--- config.mk ---
export PLATFORM = sky130hd
export DESIGN_NAME = dacseq_top
export DESIGN_NICKNAME = d
export VERILOG_FILES = /design/src/core/dacseq_pkg.sv /design/src/core/dacseq_settle_timer.sv /design/src/core/dacseq_trig_edge.sv /design/src/core/dacseq_top.sv
export SDC_FILE = /design/constraint.sdc
export NUM_CORES = 1
export LEC_CHECK = 0
export BUFFER_PORTS_ARGS = -buffer_cell sky130_fd_sc_hd__buf_2
export CORE_MARGIN = 2
export CORE_UTILIZATION = 40
export CTS_CLUSTER_SIZE = 40
export DETAILED_ROUTE_END_ITERATION = 12
export MAX_ROUTING_LAYER = met4
export SYNTH_ARGS = -nofsm -noshare
export SYNTH_HDL_FRONTEND = slang
export SYNTH_SLANG_ARGS = --single-unit
--- constraint.sdc ---
create_clock -name mclk_in -period 6.91 [get_ports mclk_in]
set_input_delay 1.7275 -clock mclk_in [delete_from_list [all_inputs] [get_ports mclk_in]]
set_output_delay 1.7275 -clock mclk_in [all_outputs]
set_load 0.05 [all_outputs]
--- src/core/dacseq_pkg.sv ---
package dacseq_pkg;

  // Clock and settle timing
  localparam int CLK_PERIOD_NS = 10;
  localparam int SETTLE_TIME_NS = 6000;
  localparam int SETTLE_CYCLES = (SETTLE_TIME_NS + CLK_PERIOD_NS - 1) / CLK_PERIOD_NS;

  // Widths
  localparam int BUS_W = 16;
  localparam int DAC_W = 12;

  // Subaddress values
  localparam logic [1:0] SUB_DATA = 2'h0;
  localparam logic [1:0] SUB_CTRL = 2'h1;
  localparam logic [1:0] SUB_READ = 2'h3;

  // Write codes at the data subaddress
  localparam logic [2:0] CODE_LOAD_ONLY = 3'h0;
  localparam logic [2:0] CODE_WR_IMMEDIATE = 3'h1;
  localparam logic [2:0] CODE_WR_IN_TURN = 3'h2;
  localparam logic [2:0] CODE_WR_BULK = 3'h3;
  localparam logic [2:0] CODE_WR_THEN_WAIT = 3'h4;
  localparam logic [2:0] CODE_LOAD_AND_GROUP = 3'h5;

  // Control codes at the control subaddress
  localparam logic [2:0] CODE_FIRE_UPDATE = 3'h0;
  localparam logic [2:0] CODE_ARM = 3'h1;
  localparam logic [2:0] CODE_OUTPUT_KILL = 3'h2;
  localparam logic [2:0] CODE_OUTPUT_RESTORE = 3'h3;
  localparam logic [2:0] CODE_CLEAR_FLAGS = 3'h4;

  // Read codes at the read subaddress
  localparam logic [2:0] CODE_HELD_VALUE_QUERY = 3'h0;
  localparam logic [2:0] CODE_STATE_QUERY = 3'h1;

  // Status word field positions
  localparam int ST_SETTLE_BIT = 0;
  localparam int ST_CONVERTING_BIT = 1;
  localparam int ST_ARMED_BIT = 2;
  localparam int ST_TYPE_LSB = 3;
  localparam int ST_SIZE_BIT = 6;
  localparam int ST_ID_LSB = 7;
  localparam int ST_STEP_LSB = 13;

  // Identity fields, values arbitrary
  localparam logic [2:0] ID_STEP_CODE = 3'h5;
  localparam logic [5:0] ID_CARD_CODE = 6'h15;
  localparam logic ID_SIZE_CODE = 1'b0;
  localparam logic [2:0] ID_TYPE_CODE = 3'h0;

  // Reset values
  localparam logic [15:0] HOLD_RESET = 16'h0000;
  localparam logic [11:0] RANK2_RESET = 12'h000;

  // Latched backplane control lines
  typedef struct packed {
    logic slot_select;
    logic read;
    logic [1:0] sub_select;
    logic [2:0] code;
  } dacseq_cmd_s;

endpackage : dacseq_pkg

--- src/core/dacseq_settle_timer.sv ---
`timescale 1ns/10ps
`default_nettype none
module dacseq_settle_timer #(
  parameter int COUNT = dacseq_pkg::SETTLE_CYCLES
) (
  input wire logic mclk_in,
  input wire logic sys_rst_in,
  input wire logic start_in,
  output logic done_out
);
  import dacseq_pkg::*;

  localparam int CW = $clog2(COUNT + 1);
  localparam logic [CW-1:0] LAST = CW'(COUNT - 1);

  logic [CW-1:0] count;
  logic running;
  logic [CW-1:0] next_count;
  logic next_running;
  logic next_done;

  // Restart on every start, pulse once at the end of the interval
  always_comb begin
    next_count = count;
    next_running = running;
    next_done = 1'b0;
    if (start_in) begin
      next_count = '0;
      next_running = 1'b1;
    end else if (running) begin
      if (count == LAST) begin
        next_running = 1'b0;
        next_done = 1'b1;
      end else begin
        next_count = count + CW'(1);
      end
    end
  end

  // Timer state
  always_ff @(posedge mclk_in or posedge sys_rst_in) begin
    if (sys_rst_in) begin
      count <= '0;
      running <= 1'b0;
      done_out <= 1'b0;
    end else begin
      count <= next_count;
      running <= next_running;
      done_out <= next_done;
    end
  end

endmodule : dacseq_settle_timer
`default_nettype wire

--- src/core/dacseq_trig_edge.sv ---
`timescale 1ns/10ps
`default_nettype none
module dacseq_trig_edge (
  input wire logic mclk_in,
  input wire logic sys_rst_in,
  input wire logic trig_in,
  input wire logic rising_sel_in,
  output logic fire_out
);
  import dacseq_pkg::*;

  logic trig_d;
  logic next_fire;

  // Pick the edge chosen by the polarity select
  always_comb begin
    next_fire = rising_sel_in ? (trig_in & ~trig_d) : (~trig_in & trig_d);
  end

  // Previous trigger level and the edge pulse
  always_ff @(posedge mclk_in or posedge sys_rst_in) begin
    if (sys_rst_in) begin
      trig_d <= 1'b0;
      fire_out <= 1'b0;
    end else begin
      trig_d <= trig_in;
      fire_out <= next_fire;
    end
  end

endmodule : dacseq_trig_edge
`default_nettype wire

--- src/core/dacseq_top.sv ---
// How it works
// - Each output-type write to the card captures a 16-bit word into holding.
// - Held-value query returns holding contents anytime without changing it.
// - Load-only stops after loading; other output writes start a cycle.
// - A cycle copies low twelve bits of the chosen source into rank two.
// - Rank-two MSB is inverted toward the converter.
// - Each cycle raises the converting flag, driven out.
// - Each cycle starts a 6 us settle timer; expiry raises settle done.
// - After load-only, fire-update or selected trigger edge starts a cycle.
// - Completion request whenever settle done and armed are both high, in either order.
// - Immediate, in-turn, bulk, then-wait arm on load; others need arm command.
// - Clear-flags code clears armed, settle done and group flag only.
// - Load-and-group, then-wait and immediate set the group flag.
// - Output-restore reenables output only while remote allow is high.
// - Power-up clear resets control and holding; nothing else clears holding.
// - Gate-on low until first rank-two load, high until output-kill or reset.
// - Converter inputs zero while gate-on or remote allow low.
// - Control lines latched on each line-latch pulse, then decoded.
// - Data lines feed holding on writes, return buffers drive on reads.
// - Subaddress 0 with a write code makes the hold load pulse.
// - Word choose low selects external data, high selects holding bits.
// - Rank two loads only in a cycle, pulse right after hold load.
// - Timer expiry sets settle done and clears converting together.
// - State query returns armed, converting, settle done in low bits.
// - Arming load clears settle done and sets armed at once.
`timescale 1ns/10ps
`default_nettype none
module dacseq_top (
  input wire logic mclk_in,
  input wire logic sys_rst_in,
  input wire dacseq_pkg::dacseq_cmd_s ctrl_lines_in,
  input wire logic line_latch_pulse_in,
  input wire logic [dacseq_pkg::BUS_W-1:0] data_in,
  input wire logic [dacseq_pkg::DAC_W-1:0] ext_data_in,
  input wire logic remote_word_choose_in,
  input wire logic remote_output_allow_in,
  input wire logic ext_trigger_in,
  input wire logic trig_rising_sel_in,
  output logic [dacseq_pkg::BUS_W-1:0] data_out,
  output logic data_oe_out,
  output logic bus_direction_read_out,
  output logic [dacseq_pkg::DAC_W-1:0] dac_code_out,
  output logic converting_flag_out,
  output logic settle_done_out,
  output logic armed_out,
  output logic completion_req_out,
  output logic output_gate_on_out
);
  import dacseq_pkg::*;

  // Expiry window for the settle check, counted after the eight quiet cycles
  localparam int SETTLE_LO = SETTLE_CYCLES - 8;
  localparam int SETTLE_HI = SETTLE_CYCLES;

  dacseq_cmd_s cmd;
  logic cmd_valid;
  logic hold_reg_load_pulse;
  logic auto_pend;
  logic rank2_load_pulse;
  logic [BUS_W-1:0] holding_word;
  logic [DAC_W-1:0] rank2_word;
  logic converting_flag;
  logic settle_done;
  logic armed;
  logic group_flag;
  logic output_gate_on;
  logic ever_loaded;
  logic read_active;
  logic read_status;
  logic timer_done;
  logic trig_fire;

  dacseq_cmd_s next_cmd;
  logic next_cmd_valid;
  logic next_hold_pulse;
  logic next_auto_pend;
  logic next_rank2_pulse;
  logic [BUS_W-1:0] next_holding_word;
  logic [DAC_W-1:0] next_rank2_word;
  logic next_converting;
  logic next_settle;
  logic next_armed;
  logic next_group;
  logic next_gate_on;
  logic next_ever_loaded;
  logic next_read_active;
  logic next_read_status;
  logic [BUS_W-1:0] next_data_out;
  logic [DAC_W-1:0] next_dac_code;
  logic [BUS_W-1:0] status_word;
  logic wr_data;
  logic wr_ctrl;
  logic is_load;
  logic is_arming;
  logic is_grouping;
  logic do_fire;
  logic do_arm;
  logic do_kill;
  logic do_restore;
  logic do_clear;

  // Decoded commands, valid for one cycle after each latch
  always_comb begin
    wr_data = cmd_valid & cmd.slot_select & ~cmd.read & (cmd.sub_select == SUB_DATA);
    wr_ctrl = cmd_valid & cmd.slot_select & ~cmd.read & (cmd.sub_select == SUB_CTRL);
    is_load = wr_data & (cmd.code <= CODE_LOAD_AND_GROUP);
    is_arming = is_load & ((cmd.code == CODE_WR_IMMEDIATE) | (cmd.code == CODE_WR_IN_TURN)
      | (cmd.code == CODE_WR_BULK) | (cmd.code == CODE_WR_THEN_WAIT));
    is_grouping = is_load & ((cmd.code == CODE_LOAD_AND_GROUP)
      | (cmd.code == CODE_WR_THEN_WAIT) | (cmd.code == CODE_WR_IMMEDIATE));
    do_fire = wr_ctrl & (cmd.code == CODE_FIRE_UPDATE);
    do_arm = wr_ctrl & (cmd.code == CODE_ARM);
    do_kill = wr_ctrl & (cmd.code == CODE_OUTPUT_KILL);
    do_restore = wr_ctrl & (cmd.code == CODE_OUTPUT_RESTORE);
    do_clear = wr_ctrl & (cmd.code == CODE_CLEAR_FLAGS);
  end

  // Status word for the state query
  always_comb begin
    status_word = '0;
    status_word[ST_SETTLE_BIT] = settle_done;
    status_word[ST_CONVERTING_BIT] = converting_flag;
    status_word[ST_ARMED_BIT] = armed;
    status_word[ST_TYPE_LSB +: 3] = ID_TYPE_CODE;
    status_word[ST_SIZE_BIT] = ID_SIZE_CODE;
    status_word[ST_ID_LSB +: 6] = ID_CARD_CODE;
    status_word[ST_STEP_LSB +: 3] = ID_STEP_CODE;
  end

  // Line latch and the load pulses
  always_comb begin
    next_cmd = line_latch_pulse_in ? ctrl_lines_in : cmd;
    next_cmd_valid = line_latch_pulse_in;
    next_hold_pulse = is_load;
    next_auto_pend = is_load & (cmd.code != CODE_LOAD_ONLY);
    next_rank2_pulse = (hold_reg_load_pulse & auto_pend) | do_fire | trig_fire;
    next_holding_word = next_hold_pulse ? data_in : holding_word;
    next_rank2_word = rank2_word;
    if (next_rank2_pulse) begin
      next_rank2_word = remote_word_choose_in ? holding_word[DAC_W-1:0]
        : ext_data_in;
    end
  end

  // Sequencer flags; every hardware set wins over a clear in the same cycle, except output-kill beats any gate-on set
  always_comb begin
    next_converting = converting_flag;
    next_settle = settle_done;
    next_armed = armed;
    next_group = group_flag;
    next_gate_on = output_gate_on;
    next_ever_loaded = ever_loaded | rank2_load_pulse;
    if (do_clear) begin
      next_armed = 1'b0;
      next_settle = 1'b0;
      next_group = 1'b0;
    end
    if (is_arming) begin
      next_settle = 1'b0;
      next_armed = 1'b1;
    end
    if (do_arm) begin
      next_armed = 1'b1;
    end
    if (is_grouping) begin
      next_group = 1'b1;
    end
    if (timer_done) begin
      next_settle = 1'b1;
      next_converting = 1'b0;
    end
    if (rank2_load_pulse) begin
      next_converting = 1'b1;
    end
    if (do_kill) begin
      next_gate_on = 1'b0;
    end else if (rank2_load_pulse) begin
      next_gate_on = 1'b1;
    end else if (do_restore & remote_output_allow_in & ever_loaded) begin
      next_gate_on = 1'b1;
    end
  end

  // Read path and converter drive
  always_comb begin
    next_read_active = read_active;
    next_read_status = read_status;
    if (line_latch_pulse_in) begin
      next_read_active = 1'b0;
    end else if (cmd_valid) begin
      next_read_active = cmd.slot_select & cmd.read & (cmd.sub_select == SUB_READ);
      next_read_status = cmd.code == CODE_STATE_QUERY;
    end
    next_data_out = '0;
    if (next_read_active) begin
      next_data_out = next_read_status ? status_word : holding_word;
    end
    next_dac_code = '0;
    if (output_gate_on & remote_output_allow_in) begin
      next_dac_code = {~rank2_word[DAC_W-1], rank2_word[DAC_W-2:0]};
    end
  end

  // State registers; power-up clear is the only reset
  always_ff @(posedge mclk_in or posedge sys_rst_in) begin
    if (sys_rst_in) begin
      cmd <= '0;
      cmd_valid <= 1'b0;
      hold_reg_load_pulse <= 1'b0;
      auto_pend <= 1'b0;
      rank2_load_pulse <= 1'b0;
      holding_word <= HOLD_RESET;
      rank2_word <= RANK2_RESET;
      converting_flag <= 1'b0;
      settle_done <= 1'b0;
      armed <= 1'b0;
      group_flag <= 1'b0;
      output_gate_on <= 1'b0;
      ever_loaded <= 1'b0;
      read_active <= 1'b0;
      read_status <= 1'b0;
      data_out <= '0;
      dac_code_out <= '0;
      completion_req_out <= 1'b0;
    end else begin
      cmd <= next_cmd;
      cmd_valid <= next_cmd_valid;
      hold_reg_load_pulse <= next_hold_pulse;
      auto_pend <= next_auto_pend;
      rank2_load_pulse <= next_rank2_pulse;
      holding_word <= next_holding_word;
      rank2_word <= next_rank2_word;
      converting_flag <= next_converting;
      settle_done <= next_settle;
      armed <= next_armed;
      group_flag <= next_group;
      output_gate_on <= next_gate_on;
      ever_loaded <= next_ever_loaded;
      read_active <= next_read_active;
      read_status <= next_read_status;
      data_out <= next_data_out;
      dac_code_out <= next_dac_code;
      completion_req_out <= next_settle & next_armed;
    end
  end

  // Pin copies of internal flags
  assign data_oe_out = read_active;
  assign bus_direction_read_out = read_active;
  assign converting_flag_out = converting_flag;
  assign settle_done_out = settle_done;
  assign armed_out = armed;
  assign output_gate_on_out = output_gate_on;

  // Settle timer, started by each rank-two load
  dacseq_settle_timer #(
    .COUNT(SETTLE_CYCLES)
  ) u_timer (
    .mclk_in(mclk_in),
    .sys_rst_in(sys_rst_in),
    .start_in(rank2_load_pulse),
    .done_out(timer_done)
  );

  // External trigger edge
  dacseq_trig_edge u_trig (
    .mclk_in(mclk_in),
    .sys_rst_in(sys_rst_in),
    .trig_in(ext_trigger_in),
    .rising_sel_in(trig_rising_sel_in),
    .fire_out(trig_fire)
  );
endmodule : dacseq_top
`default_nettype wire

==> flow_summary_export.csv <==
group,metric,value,unit
worst_setup_path,crit_chain,"buf_2 > nor2b_1 > mux2i_1 > inv_2 > o21a_1",
placed_design,io_buffer_count,76,
floorplanning,die_w,98.7,um
final_layout,drive_gt1_share,31.9,%
clocking,insertion_delay,0.35,ns
worst_setup_path,reg2regPathDepth,4,
drt,wl,7140,um
timing,slew_headroom,27.0,%
pwr,p_total,0.00125,W
placed_design,finalWeightedCongestion,0.899,
drt,via_per_inst,4.98,
run_status,outcome,"complete, no violations",
final_layout,antenna_cells,0,
worst_setup_path,path_depth,5,
yosys,synthTopCellsByArea,"dfrtp_1 (62%), mux2i_1 (4.2%), and3_1 (3.7%)",
final_layout,nets,402,
floorplanning,die_h,98.7,um
clocking,cts_hold_buf,0,
global_routing,grt_max_degree,90,
yosys,syn_avg_cell_area,12.7,um2
worst_setup_path,r2r_slack,4.97,ns
global_routing,grt.total_usage,16.2,%
clocking,clkTransAtPathRegs,0.08,ns
yosys,synth_flop_cell,"dfrtp_1",
clocking,clock_sinks,89,
yosys,synth.yosys.warnings,0,
drt,via_count,2349,
drt,dr.pass1.iters,4,
timing,period_share,44.8,%
yosys,yosysTopAreaCell,"dfrtp_1",
worst_setup_path,critPathLaunchType,"primary input",
yosys,syn_inst,283,
worst_setup_path,cp-endpoint,"data_out[9]",
worst_setup_path,r2r-start,"cmd[2]",
timing,setup_viol,0,
clocking,cts_max_path_buffers,2,
yosys,yosysMostFrequentCell,"dfrtp_1",
final_layout,fillers,791,
yosys,syn_area,3590,um2
yosys,async_flop_share,100,%
worst_setup_path,path_class,"in -> reg",
yosys,synth_nets,326,
worst_setup_path,worstPathArrival,3.34,ns
timing,min_period,3.10,ns
drt,initialDrtViolationCount,90,
clocking,cts_tree,"yes",
clocking,cts_resized,0,
drt,wl_met2,3230,um
yosys,synth_cell_types,45,
timing,rsz0062_at_grt,"false",
yosys,ys_ff_latch,89,
worst_setup_path,slowest_stage,"mux2i_1",
clocking,cts_setup_buffers,0,
worst_setup_path,startpoint,"line_latch_pulse_in",
global_routing,grt_pass1_wl,12000,um
pwr,irDropWorstVdd,0.141,mV
worst_setup_path,crit_family,"multiplexers",
timing,finalHoldViolCount,0,
drt,ant_nets,0,
placed_design,dp_hpwl,4910,um
clocking,cts_inserted_buffers,9,
floorplanning,initial_core_util,41.1,%
timing,finalSetupTns,0,ns
yosys,synth.top_cell.area_share,62.1,%
pwr,powerDensity,294,nW/um2
floorplanning,rows,34,
drt,post_drt_wl_per_cell,15.1,um
worst_setup_path,critPathMaxFanout,12,
drt,drc,0,
worst_setup_path,cp.required,7.15,ns
final_layout,area_growth,18.1,%
global_routing,antenna_found_initial,0,
floorplanning,top_level_ports,77,
timing,slew_viol_final,0,
worst_setup_path,path_buf_inv,2,
yosys,synth-edff-count,0,
worst_setup_path,crit_path_end_kind,"flop",
min_path,hold_path_class,"reg -> reg",
drt,drt-met1-wl,3380,um
clocking,h-tree-depth,3,
yosys,ys_seq_area_share,62.1,%
floorplanning,dieArea,9740,um2
timing,worst_slew_pin_slew,1.10,ns
drt,routed.top_layer,"met4",
flow_run,drv_cap,0,
global_routing,gr-total-overflow,0,
clocking,root_buffer,"clkbuf_8",
worst_setup_path,slowest_delay,0.79,ns
timing,fmax,323,MHz
global_routing,grt_pass1_vias,2376,
floorplanning,core,8720,um2
timing,finClkSkew,0.00662,ns
pwr,p_leak,2.20,nW
yosys,ys_top_cells_by_count,"dfrtp_1 (89), nand2_1 (29), and3_1 (21), mux2i_1 (15)",
drt,wl_met3,387,um
worst_setup_path,r2r-end,"data_out[9]",
power breakdown:
group / leakage [nW] / switching [W] / internal, W
combinational: 0.982 / 0.000123 / 0.0000976
clock: 0.0888 / 0.000176 / 0.000177
sequential: 1.13 / 0.0000686 / 0.000603
total: 2.20 / 0.000368 / 0.000878
cell usage in the layout, fill, tap and decap left out, drive strengths merged, types with 2 or more instances in the layout:
master and instances:
nor4bb 2, a32o 2, mux2i 15, xor2 2
mux2 22, o21ai 19, nand3 4, and4 2
dfrtp 89, a21oi 4, nand4 4, and4bb 2
inv 8, xnor2 3, and3 21, nand2 30
nor2 12, buf 77, a21boi 3, a31oi 4
o21a 5, clkbuf 12, nor2b 2, clkinvlp 3
nor3 5
logic make-up (layout without fill, tap and decap cells):
kind of cell,after synthesis,in the layout,share of synthesized area [%]
AOI/OAI and AO/OA,41,41,7.81
xor gates and xnor gates,5,5,1.22
adders and majority gates,1,1,0.349
buffers and inverters,21,102,3.00
DFF,89,89,62.1
muxes,37,37,11.9
and+or+nand+nor,89,89,13.6
area by class of cell:
class	count	area (um2)	area share (%)
Clock buffer	12	145	3.43
Clock inverter	4	52.6	1.24
Inverter	9	35.0	0.827
Multi-Input combinational cell	173	1250	29.6
Sequential cell	89	2230	52.6
Tap cell	108	135	3.19
Timing Repair Buffer	77	388	9.16
sequential cells by signal, summed over array words and instances, names as in the netlist:
signal and flops:
hold_reg_load_pulse 1, auto_pend 1, u_trig.fire_out 1, cmd_valid 1
u_timer.running 1, u_timer.done_out 1, rank2_word 12, u_timer.count 10
u_trig.trig_d 1, settle_done_out 1, armed_out 1, dac_code_out 12
output_gate_on_out 1, data_out 16, completion_req_out 1, read_status 1
converting_flag_out 1, holding_word 16, bus_direction_read_out 1, cmd 7
ever_loaded 1, rank2_load_pulse 1
worst reg2reg max path, stage by stage (launching register included):
cell and delay, ns:
dfrtp_1 0.53, nor3b_1 0.09, mux2i_1 0.74, inv_2 0.23
o21a_1 0.24
metrics by stage:
step                      hold slack, ns  instance area, um2  setup slack, ns  utilization (%)  cells
after detailed placement           0.422                4040             3.41             46.3    456
after global placement             0.412                4040             3.56             46.3    456
final                              0.436                4240             3.81             48.6    472
after floorplan                    0.401                3590             2.88                -    283
after CTS                          0.435                4240             3.78             48.6    472
after global routing               0.450                4240             3.68             48.6    472
metal layers:
layer | track usage, % | vias to the layer above
met5 | - | -
met4 | 5.80 | 0
met3 | 4.68 | 16
met2 | 23.7 | 70
met1 | 21.8 | 1116
li1 | - | 1147
how the worst min path moves through the flow:
stage,startpoint,end,cells after the start
floorplan,rank2_word[11],dac_code_out[11],1
global placement,rank2_word[11],dac_code_out[11],1
detailed placement,rank2_word[11],dac_code_out[11],1
CTS,rank2_word[11],dac_code_out[11],1
global route,rank2_word[11],dac_code_out[11],1
finish,rank2_word[11],dac_code_out[11],1
No activity file was read; power rests on OpenSTA's default activity.
